## config.mk

```make
export PLATFORM = sky130hd
export DESIGN_NAME = event_counter_top
export DESIGN_NICKNAME = d
export VERILOG_FILES = /design/src/rtl/event_counter_pkg.sv /design/src/rtl/count_if.sv /design/src/rtl/byte_counter.sv /design/src/rtl/event_counter_top.sv /design/src/rtl/event_edge.sv
export SDC_FILE = /design/constraint.sdc
export NUM_CORES = 1
export LEC_CHECK = 0
export BUFFER_PORTS_ARGS = -buffer_cell sky130_fd_sc_hd__buf_2
export CORE_MARGIN = 2
export CORE_UTILIZATION = 48
export DETAILED_ROUTE_END_ITERATION = 7
export GPL_ROUTABILITY_DRIVEN = 0
export PLACE_DENSITY = 0.81
export SLEW_MARGIN = 25
export SYNTH_ARGS = -nofsm -noshare
export SYNTH_HDL_FRONTEND = slang
export SYNTH_SLANG_ARGS = --single-unit
```

## constraint.sdc

```tcl
create_clock -name pclk -period 1.9 [get_ports pclk]
set_input_delay 0.475 -clock pclk [delete_from_list [all_inputs] [get_ports pclk]]
set_output_delay 0.475 -clock pclk [all_outputs]
set_load 0.005 [all_outputs]
```

## src/rtl/event_counter_pkg.sv

```systemverilog
// Register map, field positions and reset values of the event counter
package event_counter_pkg;
    localparam int ADDR_W = 18;
    localparam int DATA_W = 32;
    localparam int COUNT_W = 8;

    // Register indices; the APB byte address is four times the index
    localparam logic [15:0] CTRL_STATUS_IDX = 16'hFF95;
    localparam logic [15:0] COUNT_UPPER_IDX = 16'hFF96;
    localparam logic [15:0] COUNT_LOWER_IDX = 16'hFF97;
    localparam logic [15:0] PORT_MODE_IDX = 16'hFFCA;
    localparam logic [15:0] IRQ_ENABLE_IDX = 16'hFFF4;
    localparam logic [15:0] IRQ_REQUEST_IDX = 16'hFFF7;

    // Control/status fields
    localparam int UPPER_OVF_BIT = 7;
    localparam int LOWER_OVF_BIT = 6;
    localparam int SPLIT_BIT = 4;
    localparam int UPPER_EN_BIT = 3;
    localparam int LOWER_EN_BIT = 2;
    localparam int UPPER_REL_BIT = 1;
    localparam int LOWER_REL_BIT = 0;
    localparam int CTRL_FIELD_W = 5;

    // Port mode and interrupt fields
    localparam int ROUTE_BIT = 7;
    localparam int IRQ_PEND_BIT = 0;
    localparam int IRQ_EN_BIT = 0;

    // Reset values and counter maximum
    localparam logic [4:0] CTRL_RESET = 5'h00;
    localparam logic [7:0] COUNT_RESET = 8'h00;
    localparam logic [7:0] COUNT_MAX = 8'hFF;
    localparam logic [DATA_W-1:0] RDATA_RESET = 32'h0000_0000;
endpackage : event_counter_pkg

```

## src/rtl/count_if.sv

```systemverilog
// Control and state of one byte counter
`timescale 1ns/1ps
interface count_if #(
    parameter int WIDTH = 8
);
    logic inc;
    logic hold;
    logic [WIDTH-1:0] count;
    logic wrap;

    modport counter (
        input inc,
        input hold,
        output count,
        output wrap
    );
    modport ctrl (
        output inc,
        output hold,
        input count,
        input wrap
    );
endinterface : count_if

```

## src/rtl/byte_counter.sv

```systemverilog
// Up-counter with reset-hold and wrap pulse
`timescale 1ns/1ps
module byte_counter
    import event_counter_pkg::*;
(
    input wire logic clk,
    input wire logic rst_n,
    count_if.counter cif
);
    logic [COUNT_W-1:0] count_reg;
    logic [COUNT_W-1:0] count_next;
    logic at_max;

    assign at_max = (count_reg == COUNT_MAX);
    assign cif.wrap = cif.inc & ~cif.hold & at_max;
    assign count_next = cif.hold ? COUNT_RESET :
                        cif.inc ? COUNT_W'(count_reg + 1'b1) : count_reg;
    assign cif.count = count_reg;

    always_ff @(posedge clk or negedge rst_n) begin
        if (!rst_n) begin
            count_reg <= COUNT_RESET;
        end else begin
            count_reg <= count_next;
        end
    end
endmodule : byte_counter

```

## src/rtl/event_counter_top.sv

```systemverilog
// Two byte event counters, cascaded or split, with APB registers
// Overview of operation
// Bit 7 at FF95 flags upper overflow
// Bit 6 flags lower counter overflow
// Bit 4 selects cascaded or split counters
// Upper enable bit gates upper counter events
// Bit 2 gates lower counter events
// Bit 1 low holds upper counter cleared
// Bit 0 low holds lower counter cleared
// Upper count readable at FF96, high byte
// Lower count readable at FF97, low byte
// FFF7 bit 0 shows pending request
// FFF4 bit 0 gates request to processor
// FFCA bit 7 routes pin to lower
// Cascade FFFF wraps, flags upper, requests interrupt
// Upper clocked by lower wrap or pin
// Pending request stays until software writes 0
// Reset clears control/status to zero
// Overflow flags clear only by writing 0
// Split mode: each wraps, flags, requests
`timescale 1ns/1ps
module event_counter_top
    import event_counter_pkg::*;
(
    input wire logic pclk,
    input wire logic presetn,
    input wire logic psel,
    input wire logic penable,
    input wire logic pwrite,
    input wire logic [ADDR_W-1:0] paddr,
    input wire logic [DATA_W-1:0] pwdata,
    output logic [DATA_W-1:0] prdata,
    output logic pready,
    output logic pslverr,
    input wire logic lower_event_pin,
    input wire logic upper_event_pin,
    output logic irq_out
);
    localparam logic [ADDR_W-1:0] CTRL_ADDR = {CTRL_STATUS_IDX, 2'b00};
    localparam logic [ADDR_W-1:0] UPPER_ADDR = {COUNT_UPPER_IDX, 2'b00};
    localparam logic [ADDR_W-1:0] LOWER_ADDR = {COUNT_LOWER_IDX, 2'b00};
    localparam logic [ADDR_W-1:0] PMODE_ADDR = {PORT_MODE_IDX, 2'b00};
    localparam logic [ADDR_W-1:0] IEN_ADDR = {IRQ_ENABLE_IDX, 2'b00};
    localparam logic [ADDR_W-1:0] IRQ_ADDR = {IRQ_REQUEST_IDX, 2'b00};

    // Registers
    logic [CTRL_FIELD_W-1:0] ctrl_reg;
    logic [CTRL_FIELD_W-1:0] ctrl_next;
    logic upper_ovf_reg;
    logic upper_ovf_next;
    logic lower_ovf_reg;
    logic lower_ovf_next;
    logic route_reg;
    logic route_next;
    logic irq_en_reg;
    logic irq_en_next;
    logic irq_pend_reg;
    logic irq_pend_next;
    logic irq_out_reg;
    logic [DATA_W-1:0] rdata_reg;
    logic [DATA_W-1:0] rdata_next;
    logic pready_reg;
    logic pslverr_reg;

    // Bus decode
    logic setup_phase;
    logic access_done;
    logic wr_done;
    logic sel_ctrl;
    logic sel_upper;
    logic sel_lower;
    logic sel_pmode;
    logic sel_ien;
    logic sel_irq;
    logic addr_hit;
    logic wr_ctrl;

    // Counter control
    logic split_mode;
    logic upper_en;
    logic lower_en;
    logic upper_rel;
    logic lower_rel;
    logic lower_pin_rise;
    logic upper_pin_rise;
    logic upper_set;
    logic lower_set;
    logic irq_set;

    count_if #(.WIDTH(COUNT_W)) lower_cif ();
    count_if #(.WIDTH(COUNT_W)) upper_cif ();

    assign setup_phase = psel & ~penable;
    assign access_done = psel & penable & pready_reg;
    assign wr_done = access_done & pwrite;
    assign sel_ctrl = (paddr == CTRL_ADDR);
    assign sel_upper = (paddr == UPPER_ADDR);
    assign sel_lower = (paddr == LOWER_ADDR);
    assign sel_pmode = (paddr == PMODE_ADDR);
    assign sel_ien = (paddr == IEN_ADDR);
    assign sel_irq = (paddr == IRQ_ADDR);
    assign addr_hit = sel_ctrl | sel_upper | sel_lower | sel_pmode | sel_ien | sel_irq;
    assign wr_ctrl = wr_done & sel_ctrl;

    assign split_mode = ctrl_reg[SPLIT_BIT];
    assign upper_en = ctrl_reg[UPPER_EN_BIT];
    assign lower_en = ctrl_reg[LOWER_EN_BIT];
    assign upper_rel = ctrl_reg[UPPER_REL_BIT];
    assign lower_rel = ctrl_reg[LOWER_REL_BIT];

    // Lower pin counts only when routed to the counter
    event_edge u_lower_edge (
        .clk(pclk),
        .rst_n(presetn),
        .pin(lower_event_pin),
        .enable(route_reg & lower_en),  // see R12
        .rise(lower_pin_rise)
    );

    event_edge u_upper_edge (
        .clk(pclk),
        .rst_n(presetn),
        .pin(upper_event_pin),
        .enable(upper_en & split_mode),
        .rise(upper_pin_rise)
    );

    assign lower_cif.inc = lower_pin_rise;
    assign lower_cif.hold = ~lower_rel;
    // Upper source: lower wrap when cascaded, own pin when split
    assign upper_cif.inc = split_mode ? upper_pin_rise
                                      : (lower_cif.wrap & upper_en);  // see R14
    assign upper_cif.hold = ~upper_rel;

    byte_counter u_lower (
        .clk(pclk),
        .rst_n(presetn),
        .cif(lower_cif)
    );

    byte_counter u_upper (
        .clk(pclk),
        .rst_n(presetn),
        .cif(upper_cif)
    );

    // Overflow events; in cascade only the full 16-bit wrap flags
    assign upper_set = upper_cif.wrap;  // see R1
    assign lower_set = lower_cif.wrap & split_mode;  // see R2
    assign irq_set = upper_set | lower_set;

    // Flags: set wins over a write of 0, a write of 1 changes nothing
    assign upper_ovf_next = upper_set |
        (upper_ovf_reg & ~(wr_ctrl & ~pwdata[UPPER_OVF_BIT]));
    assign lower_ovf_next = lower_set |
        (lower_ovf_reg & ~(wr_ctrl & ~pwdata[LOWER_OVF_BIT]));
    assign irq_pend_next = irq_set |
        (irq_pend_reg & ~(wr_done & sel_irq & ~pwdata[IRQ_PEND_BIT]));
    assign ctrl_next = wr_ctrl ? pwdata[CTRL_FIELD_W-1:0] : ctrl_reg;
    assign route_next = (wr_done & sel_pmode) ? pwdata[ROUTE_BIT] : route_reg;
    assign irq_en_next = (wr_done & sel_ien) ? pwdata[IRQ_EN_BIT] : irq_en_reg;

    // Read data, captured in the setup phase
    assign rdata_next =
        sel_ctrl ? {24'h00_0000, upper_ovf_reg, lower_ovf_reg, 1'b0, ctrl_reg} :  // see R1
        sel_upper ? {24'h00_0000, upper_cif.count} :
        sel_lower ? {24'h00_0000, lower_cif.count} :
        sel_pmode ? {24'h00_0000, route_reg, 7'h00} :
        sel_ien ? {31'h0000_0000, irq_en_reg} :
        sel_irq ? {31'h0000_0000, irq_pend_reg} :
        RDATA_RESET;

    always_ff @(posedge pclk or negedge presetn) begin
        if (!presetn) begin
            ctrl_reg <= CTRL_RESET;
            upper_ovf_reg <= 1'b0;
            lower_ovf_reg <= 1'b0;
            route_reg <= 1'b0;
            irq_en_reg <= 1'b0;
            irq_pend_reg <= 1'b0;
        end else begin
            ctrl_reg <= ctrl_next;
            upper_ovf_reg <= upper_ovf_next;
            lower_ovf_reg <= lower_ovf_next;
            route_reg <= route_next;
            irq_en_reg <= irq_en_next;
            irq_pend_reg <= irq_pend_next;
        end
    end

    // Request reaches the processor only when enabled
    always_ff @(posedge pclk or negedge presetn) begin
        if (!presetn) begin
            irq_out_reg <= 1'b0;
        end else begin
            irq_out_reg <= irq_pend_reg & irq_en_reg;
        end
    end

    // APB answer: one access cycle, error on unmapped address
    always_ff @(posedge pclk or negedge presetn) begin
        if (!presetn) begin
            rdata_reg <= RDATA_RESET;
            pready_reg <= 1'b0;
            pslverr_reg <= 1'b0;
        end else begin
            pready_reg <= setup_phase;
            pslverr_reg <= setup_phase & ~addr_hit;
            if (setup_phase) begin
                rdata_reg <= rdata_next;
            end
        end
    end

    assign prdata = rdata_reg;
    assign pready = pready_reg;
    assign pslverr = pslverr_reg;
    assign irq_out = irq_out_reg;
endmodule : event_counter_top

```

## src/rtl/event_edge.sv

```systemverilog
// Rising-edge detector for an event pin, gated by an enable
`timescale 1ns/1ps
module event_edge (
    input wire logic clk,
    input wire logic rst_n,
    input wire logic pin,
    input wire logic enable,
    output logic rise
);
    logic pin_d_reg;

    always_ff @(posedge clk or negedge rst_n) begin
        if (!rst_n) begin
            pin_d_reg <= 1'b0;
        end else begin
            pin_d_reg <= pin;
        end
    end

    assign rise = enable & pin & ~pin_d_reg;
endmodule : event_edge
```

==> metrics.md, run 1 <==
| Metric | Value |
|---|---|
| Final period util | `0.935` |
| DRC | `0` |
| Routed Antenna Nets | `0` |
| Setup CP Type | `in2reg` |
| Final wirelength | `roughly 5200 um` |
| CP max-delay cell | `or4_1` |
| Die ar. | `5190 um^2` |
| Slowest stage delay, CP | `between 0.7 and 0.8 ns` |
| Top Ports | `92` |
| Syn Area/Cell | `slightly below 10 um^2` |
| TritonCTS clock tree | `built` |
| PwrDens | `roughly 640 nW/um^2` |
| Tot Pwr | `around 0.0017 W` |
| Cell Rows | `24` |
| Max VDD drop | `~0.47 mV` |
| # diodes | `0` |
| Max Slew Vio Count | `0` |
| Setup WS pre-CTS | `-0.135 ns` |
| Resized cells post-CTS | `0` |
| Area of the core | `between 4000 and 5000 um^2` |
| Crit Path Max Fanout | `7` |
| # Post-CTS Setup Buffers | `0` |
| WP data required | `2.08 ns` |
| Drt initial violations | `between 100 and 150` |
| Global route overflow | `0` |
| Sequential Power Share | `0.493` |
| RSZ-0062 raised after global routing | `no` |
| Lkg Pwr | `around 1.3 nW` |
| Clk slew on worst S/H paths | `about 0.080 ns` |
| Outcome | `finished, final reports clean` |
| Worst R2R Path Depth | `5` |
| First drt pass iteration count | `4` |
| Register area share after synthesis | `0.439` |
| Chip width | `about 70 um` |
| Clk sinks | `39` |
| CP endpoint kind | `flop` |
| Cts hold-fix bufs | `0` |
| Setup TNS | `0 ns` |
| Pin count of the biggest net entering global routing | `23` |
| Max_cap viols | `0` |
| CTS root buf | `clkbuf_8` |
| Kind of launch point of the worst setup path | `input port` |
| Multi-input logic area | `1110 um^2` |
| CP Data Arrival Time | `between 1.5 and 2 ns` |
| Combinational fraction of design power | `0.093` |
| RR Startpoint | `u_lower_edge.pin_d_reg$_DFF_PN0_` |
| Initial antenna violation count | `0` |
| Final core utilization | `0.617` |
| Layout Nets | `362` |
| Post-synth EDFFs | `0` |
| # H-tree levels | `2` |
| Most used DFF post-synth | `dfrtp_1` |
| Hold/Removal Path Class | `in2async` |
| CP Cell Sequence | `buf_2 -> or3_1 -> or4_1 -> o22ai_1 -> a21oi_1` |
| Fillcell total | `380` |
| Net Sw Power | `~0.00042 W` |
| Reg2reg end | `u_upper.cif.count[7]$_DFFE_PN0P_` |
| Non-Filler Instances | `~360` |
| #FFs+latches synth | `39` |
| Internal power | `~0.0013 W` |
| Area Growth Syn to Fin | `22.5%` |
| Fmax | `approximately 560 MHz` |
| Hold Vio Cnt, Final | `0` |
| Share of post-route cells with drive strength above 1 | `0.296` |
| FF-to-FF setup slack | `roughly 0.15 ns` |
| I/O Buffers | `42` |
| Clock tree buffer depth | `2` |
| Cell count after placement | `348` |
| Synthesized instance count | `roughly 230` |
| Drt wl/cell | `14.7 um` |
| First-pass GRT wire length | `approximately 8400 um` |
| All-Layer GR Usage | `0.211` |
| Final Setup Violations | `0` |
| Min Tclk post-route | `between 1.5 and 2 ns` |
| Final setup skew | `0.0104 ns` |
| Vias in the first global route | `about 1900` |
| Sw frac | `0.240` |
| Warnings from Yosys | `0` |
| Async set-reset flop share out of synthesis | `1.00` |
| Via Count | `between 1500 and 2000` |
| Post-Syn Area | `roughly 2200 um^2` |
| Clock power share | `0.414` |
| Final WS setup | `roughly 0.12 ns` |
| Clock latency at the later pin of the worst-skew pair | `~0.30 ns` |
| Vias per inst | `5.51` |
| FF+latch area | `just under 1000 um^2` |
| Netlist cell types | `just over 50` |
| Die height | `a little over 70 um` |
| Hpwl dp | `3930 um` |
| TritonCTS Buffers | `5` |
| Initial Utilization | `0.504` |
## cell families (layout without fill, tap and decap cells)
| family | after synthesis | in the layout | share of synthesized area |
|---|---|---|---|
| simple gates | 89 | 89 | 0.234 |
| mux | 9 | 9 | 0.0445 |
| other cells | 1 | 24 | 0.00169 |
| buf+inv | 35 | 85 | 0.101 |
| xor+xnor | 8 | 8 | 0.0315 |
| compound gates | 48 | 48 | 0.138 |
| flops | 39 | 39 | 0.439 |
| fa+ha+maj | 2 | 2 | 0.0113 |
## placed cells by master (no fill, tap or decap), drive strengths merged, types with 3 or more instances in the layout
cell type | netlist | layout
a21oi | 19 | 19
and2 | 4 | 4
and3 | 4 | 4
and4 | 5 | 5
buf | 26 | 69
clkbuf | 1 | 5
clkinv | 2 | 3
conb | 1 | 24
dfrtp | 39 | 39
inv | 6 | 7
mux2 | 7 | 7
nand2 | 22 | 22
nand2b | 3 | 3
nand3 | 5 | 5
nand4 | 5 | 5
nand4b | 3 | 3
nor2 | 16 | 16
nor3 | 3 | 3
nor4 | 3 | 3
o21ai | 9 | 9
o22ai | 5 | 5
o31ai | 3 | 3
or3 | 7 | 7
xnor2 | 3 | 3
xor2 | 5 | 5
## layout make-up
| cell class | instances | area share |
|---|---|---|
| inverter | 8 | 0.0110 |
| sequential | 39 | 0.359 |
| multi-input combinational | 180 | 0.407 |
| clock buffer | 5 | 0.0253 |
| tap | 52 | 0.0239 |
| timing repair buffer | 69 | 0.156 |
| clock inverter | 3 | 0.0175 |
## worst max path at each step
stage / startpoint / end / slack, ns / depth (start not counted)
floorplan: paddr[8] / prdata[1]$_DFFE_PN0P_ / 0.06 / 5
global placement: paddr[8] / prdata[2]$_DFFE_PN0P_ / -0.12 / 5
detailed placement: paddr[8] / prdata[6]$_DFFE_PN0P_ / -0.13 / 5
CTS: u_lower.cif.count[1]$_DFFE_PN0P_ / u_upper.cif.count[7]$_DFFE_PN0P_ / 0.1 / 6
global route: u_lower_edge.pin_d_reg$_DFF_PN0_ / u_upper.cif.count[7]$_DFFE_PN0P_ / 0.0005 / 5
finish: paddr[8] / prdata[3]$_DFFE_PN0P_ / 0.12 / 5
## Yosys cell counts, types with 6 or more instances
cell	instances	area [um^2]
dfrtp_1	39	976
mux2_2	6	67.6
a21oi_1	19	95.1
nand2_1	22	82.6
inv_1	6	22.5
or3_1	7	43.8
buf_4	24	180
nor2_1	16	60.1
## power by group through the flow
| stage | Sequential [W] | Combinational, W | Clock (W) |
|---|---|---|---|
| final | 0.000855 | 0.000161 | 0.000717 |
| after global routing | 0.000857 | 0.000179 | 0.000774 |
| after CTS | 0.000855 | 0.000160 | 0.000734 |
| after detailed placement | 0.000871 | 0.000158 | 0 |
| after global placement | 0.000871 | 0.000154 | 0 |
| after floorplan | 0.000871 | 0.0000872 | 0 |
## critical path: cells and delay by family
family / cells / cell delay (ns)
and+or+nand+nor: 2 / 1.11
AOI/OAI and AO/OA: 2 / 0.27
buffers and inverters: 1 / 0.10
## layer usage
layer  global-route usage  vias to the layer above  wire length, um
met5                    0                        -                0
met4               0.0818                        0              102
met3               0.0500                       12              372
met2                0.340                       77             2540
met1                0.274                      945             2220
li1                     -                      926                -
## stage by stage
step	instance area [um^2]	hold slack, ns
finish	2720	0.110
global route	2720	0.120
CTS	2720	0.115
detailed placement	2610	0.437
global placement	2610	0.434
floorplan	2310	0.179
Note: power is estimated with default switching activity, not from simulation.
==> run 2, diff against run 1 <==
Settings changed: CELL_PAD_IN_SITES_DETAIL_PLACEMENT set to 1, CELL_PAD_IN_SITES_GLOBAL_PLACEMENT set to 1, CORE_UTILIZATION 48 to 35, CTS_BUF_LIST set to sky130_fd_sc_hd__clkbuf_16, PLACE_DENSITY 0.81 to 0.8.
==> run 2 against run 1 <==
Sequential power about the same. Die area up 35%. Combinational power about the same. Global-route usage down 2.6 points. Critical endpoint is now u_upper.cif.count[4]$_DFFE_PN0P_. Largest power group is now clock. Highest routed layer unchanged.
==> metrics.md, run 2 (synthesis results as in run 1) <==
| Metric | Value |
|---|---|
| Outcome | `finished, final reports clean` |
| CP Data Arrival Time | `approximately 2.0 ns` |
| Sequential Power Share | `0.434` |
| Die ar. | `roughly 7000 um^2` |
| Met3 Track Usage GR | `0.0504` |
| Initial antenna violation count | `0` |
| Final Setup Violations | `0` |
| RSZ-0062 raised after global routing | `no` |
| Fmax | `approximately 550 MHz` |
| Setup CP Type | `reg2reg` |
| Clock tree buffer depth | `2` |
| Sw frac | `0.222` |
| Max_cap viols | `0` |
| Pin count of the biggest net entering global routing | `40` |
| Commonest non-fill, non-tap cell in the layout | `buf_2` |
| First drt pass iteration count | `4` |
| Area Growth Syn to Fin | `28.5%` |
| Family with the most delay on the worst path | `simple AND/OR/NAND/NOR gates` |
| # diodes | `0` |
| Slowest stage delay, CP | `about 0.38 ns` |
| First-pass GRT wire length | `between 10000 and 15000 um` |
| Min Tclk post-route | `between 1.5 and 2 ns` |
| Setup TNS | `0 ns` |
| Drt wl/cell | `16.0 um` |
| Final WS setup | `roughly 0.091 ns` |
| Fillcell total | `between 700 and 800` |
| Routed Antenna Nets | `0` |
| Met2 usage | `0.302` |
| Chip width | `around 84 um` |
| Final period util | `0.952` |
| Internal power | `around 0.0015 W` |
| Layout Nets | `roughly 370` |
| Global route overflow | `0` |
| Final setup skew | `~0.0055 ns` |
| DRC | `0` |
| CP endpoint kind | `flop` |
| Kind of launch point of the worst setup path | `flop` |
| Die height | `roughly 84 um` |
| Cell Rows | `29` |
| Clock latency at the later pin of the worst-skew pair | `between 0.2 and 0.3 ns` |
| Final wirelength | `6200 um` |
| TritonCTS Buffers | `5` |
| CP max-delay cell | `dfrtp_1` |
| Net Sw Power | `between 0.0004 and 0.0005 W` |
| TritonCTS clock tree | `built` |
| Critical path buffers and inverters | `0` |
| Tot Pwr | `0.00197 W` |
| Crit Path Max Fanout | `4` |
| Drt initial violations | `between 80 and 90` |
| Area of the core | `around 6200 um^2` |
| CTS root buf | `clkbuf_16` |
| All-Layer GR Usage | `0.184` |
| Multi-input logic area | `~1100 um^2` |
| Share of post-route cells with drive strength above 1 | `0.310` |
| Post-route cell area | `between 2000 and 3000 um^2` |
| Hold Vio Cnt, Final | `0` |
| Hpwl dp | `roughly 4700 um` |
| Clock power share | `0.483` |
| # H-tree levels | `2` |
| I/O Buffers | `42` |
| Clk sinks | `39` |
| GR Util met1 | `0.230` |
| Max VDD drop | `about 0.50 mV` |
| WP data required | `roughly 2.1 ns` |
| Setup WS pre-CTS | `-0.228 ns` |
| GR peak layer | `met2` |
| Top Ports | `92` |
| Via Count | `a little over 2000` |
| FF+latch area | `976 um^2` |
| Vias per inst | `between 5 and 6` |
| Max Slew Vio Count | `0` |
| CP Cell Sequence | `nand4b_2 -> nor4_4 -> o211ai_1 -> or3_1 -> a21oi_1` |
| Post-DP Area | `roughly 2700 um^2` |
| Clk slew on worst S/H paths | `0.06 ns` |
| Initial Utilization | `0.356` |
| PwrDens | `between 600 and 700 nW/um^2` |
| Most frequent cells in the layout | `buf_2 (42), dfrtp_1 (39), buf_4 (32), conb_1 (24), nand2_1 (22)` |
| Crit path depth | `5` |
| Combinational fraction of design power | `0.083` |
| Vias in the first global route | `2100` |
| Hold/Removal Path Class | `in2async` |
| Worst R2R Path Depth | `5` |
| Lkg Pwr | `between 1 and 1.5 nW` |
run 2: per-layer routing:
metal / share of wire / vias up
li1: - / 938
met1: 0.43 / 996
met2: 0.49 / 72
met3: 0.059 / 12
met4: 0.022 / 0
met5: 0 / -
run 2: final cells by class:
class | count | share of cell area
clock buffers | 5 | 0.0438
clock inverters | 3 | 0.0136
well taps | 77 | 0.0337
repair buffers | 75 | 0.165
inverters | 8 | 0.0105
flip-flops and latches | 39 | 0.342
multi-input cells | 180 | 0.392
run 2: worst paths after layout:
check,slack [ns],end,from
worst max-delay path,0.09,u_upper.cif.count[4]$_DFFE_PN0P_,u_lower_edge.pin_d_reg$_DFF_PN0_
worst min-delay path,0.15,u_upper.cif.count[4]$_DFFE_PN0P_,presetn
worst max register to register,0.09,u_upper.cif.count[4]$_DFFE_PN0P_,u_lower_edge.pin_d_reg$_DFF_PN0_
worst min register to register,0.50,prdata[5]$_DFFE_PN0P_,prdata[5]$_DFFE_PN0P_
max in group asynchronous,1.55,ctrl_reg[0]$_DFFE_PN0N_,presetn
min in group pclk,0.31,u_upper_edge.pin_d_reg$_DFF_PN0_,upper_event_pin
run 2: repair_timing:
action / CTS / global route
gates resized for setup: 0 / 2
pin swaps: 1 / 2
buffers inserted: 1 / 1
hold buffers: 0 / 0
endpoints found under the setup margin: 1 / 5
endpoints found under the hold margin: 0 / 0
run 2: power by group through the flow:
stage	Clock [W]	Combinational, W	Sequential, W
2_1_floorplan	0	0.0000872	0.000871
3_3_place_gp	0	0.000156	0.000871
3_5_place_dp	0	0.000161	0.000871
4_1_cts	0.000965	0.000164	0.000857
5_1_grt	0.00101	0.000182	0.000858
6_report	0.000954	0.000163	0.000856
run 2: through the flow:
step / std cells / hold WS, ns / utilization
after floorplan: 254 / 0.179 / -
after global placement: 377 / 0.464 / 0.427
after detailed placement: 377 / 0.463 / 0.427
after CTS: 386 / 0.160 / 0.455
after global routing: 387 / 0.159 / 0.458
final: 387 / 0.151 / 0.458
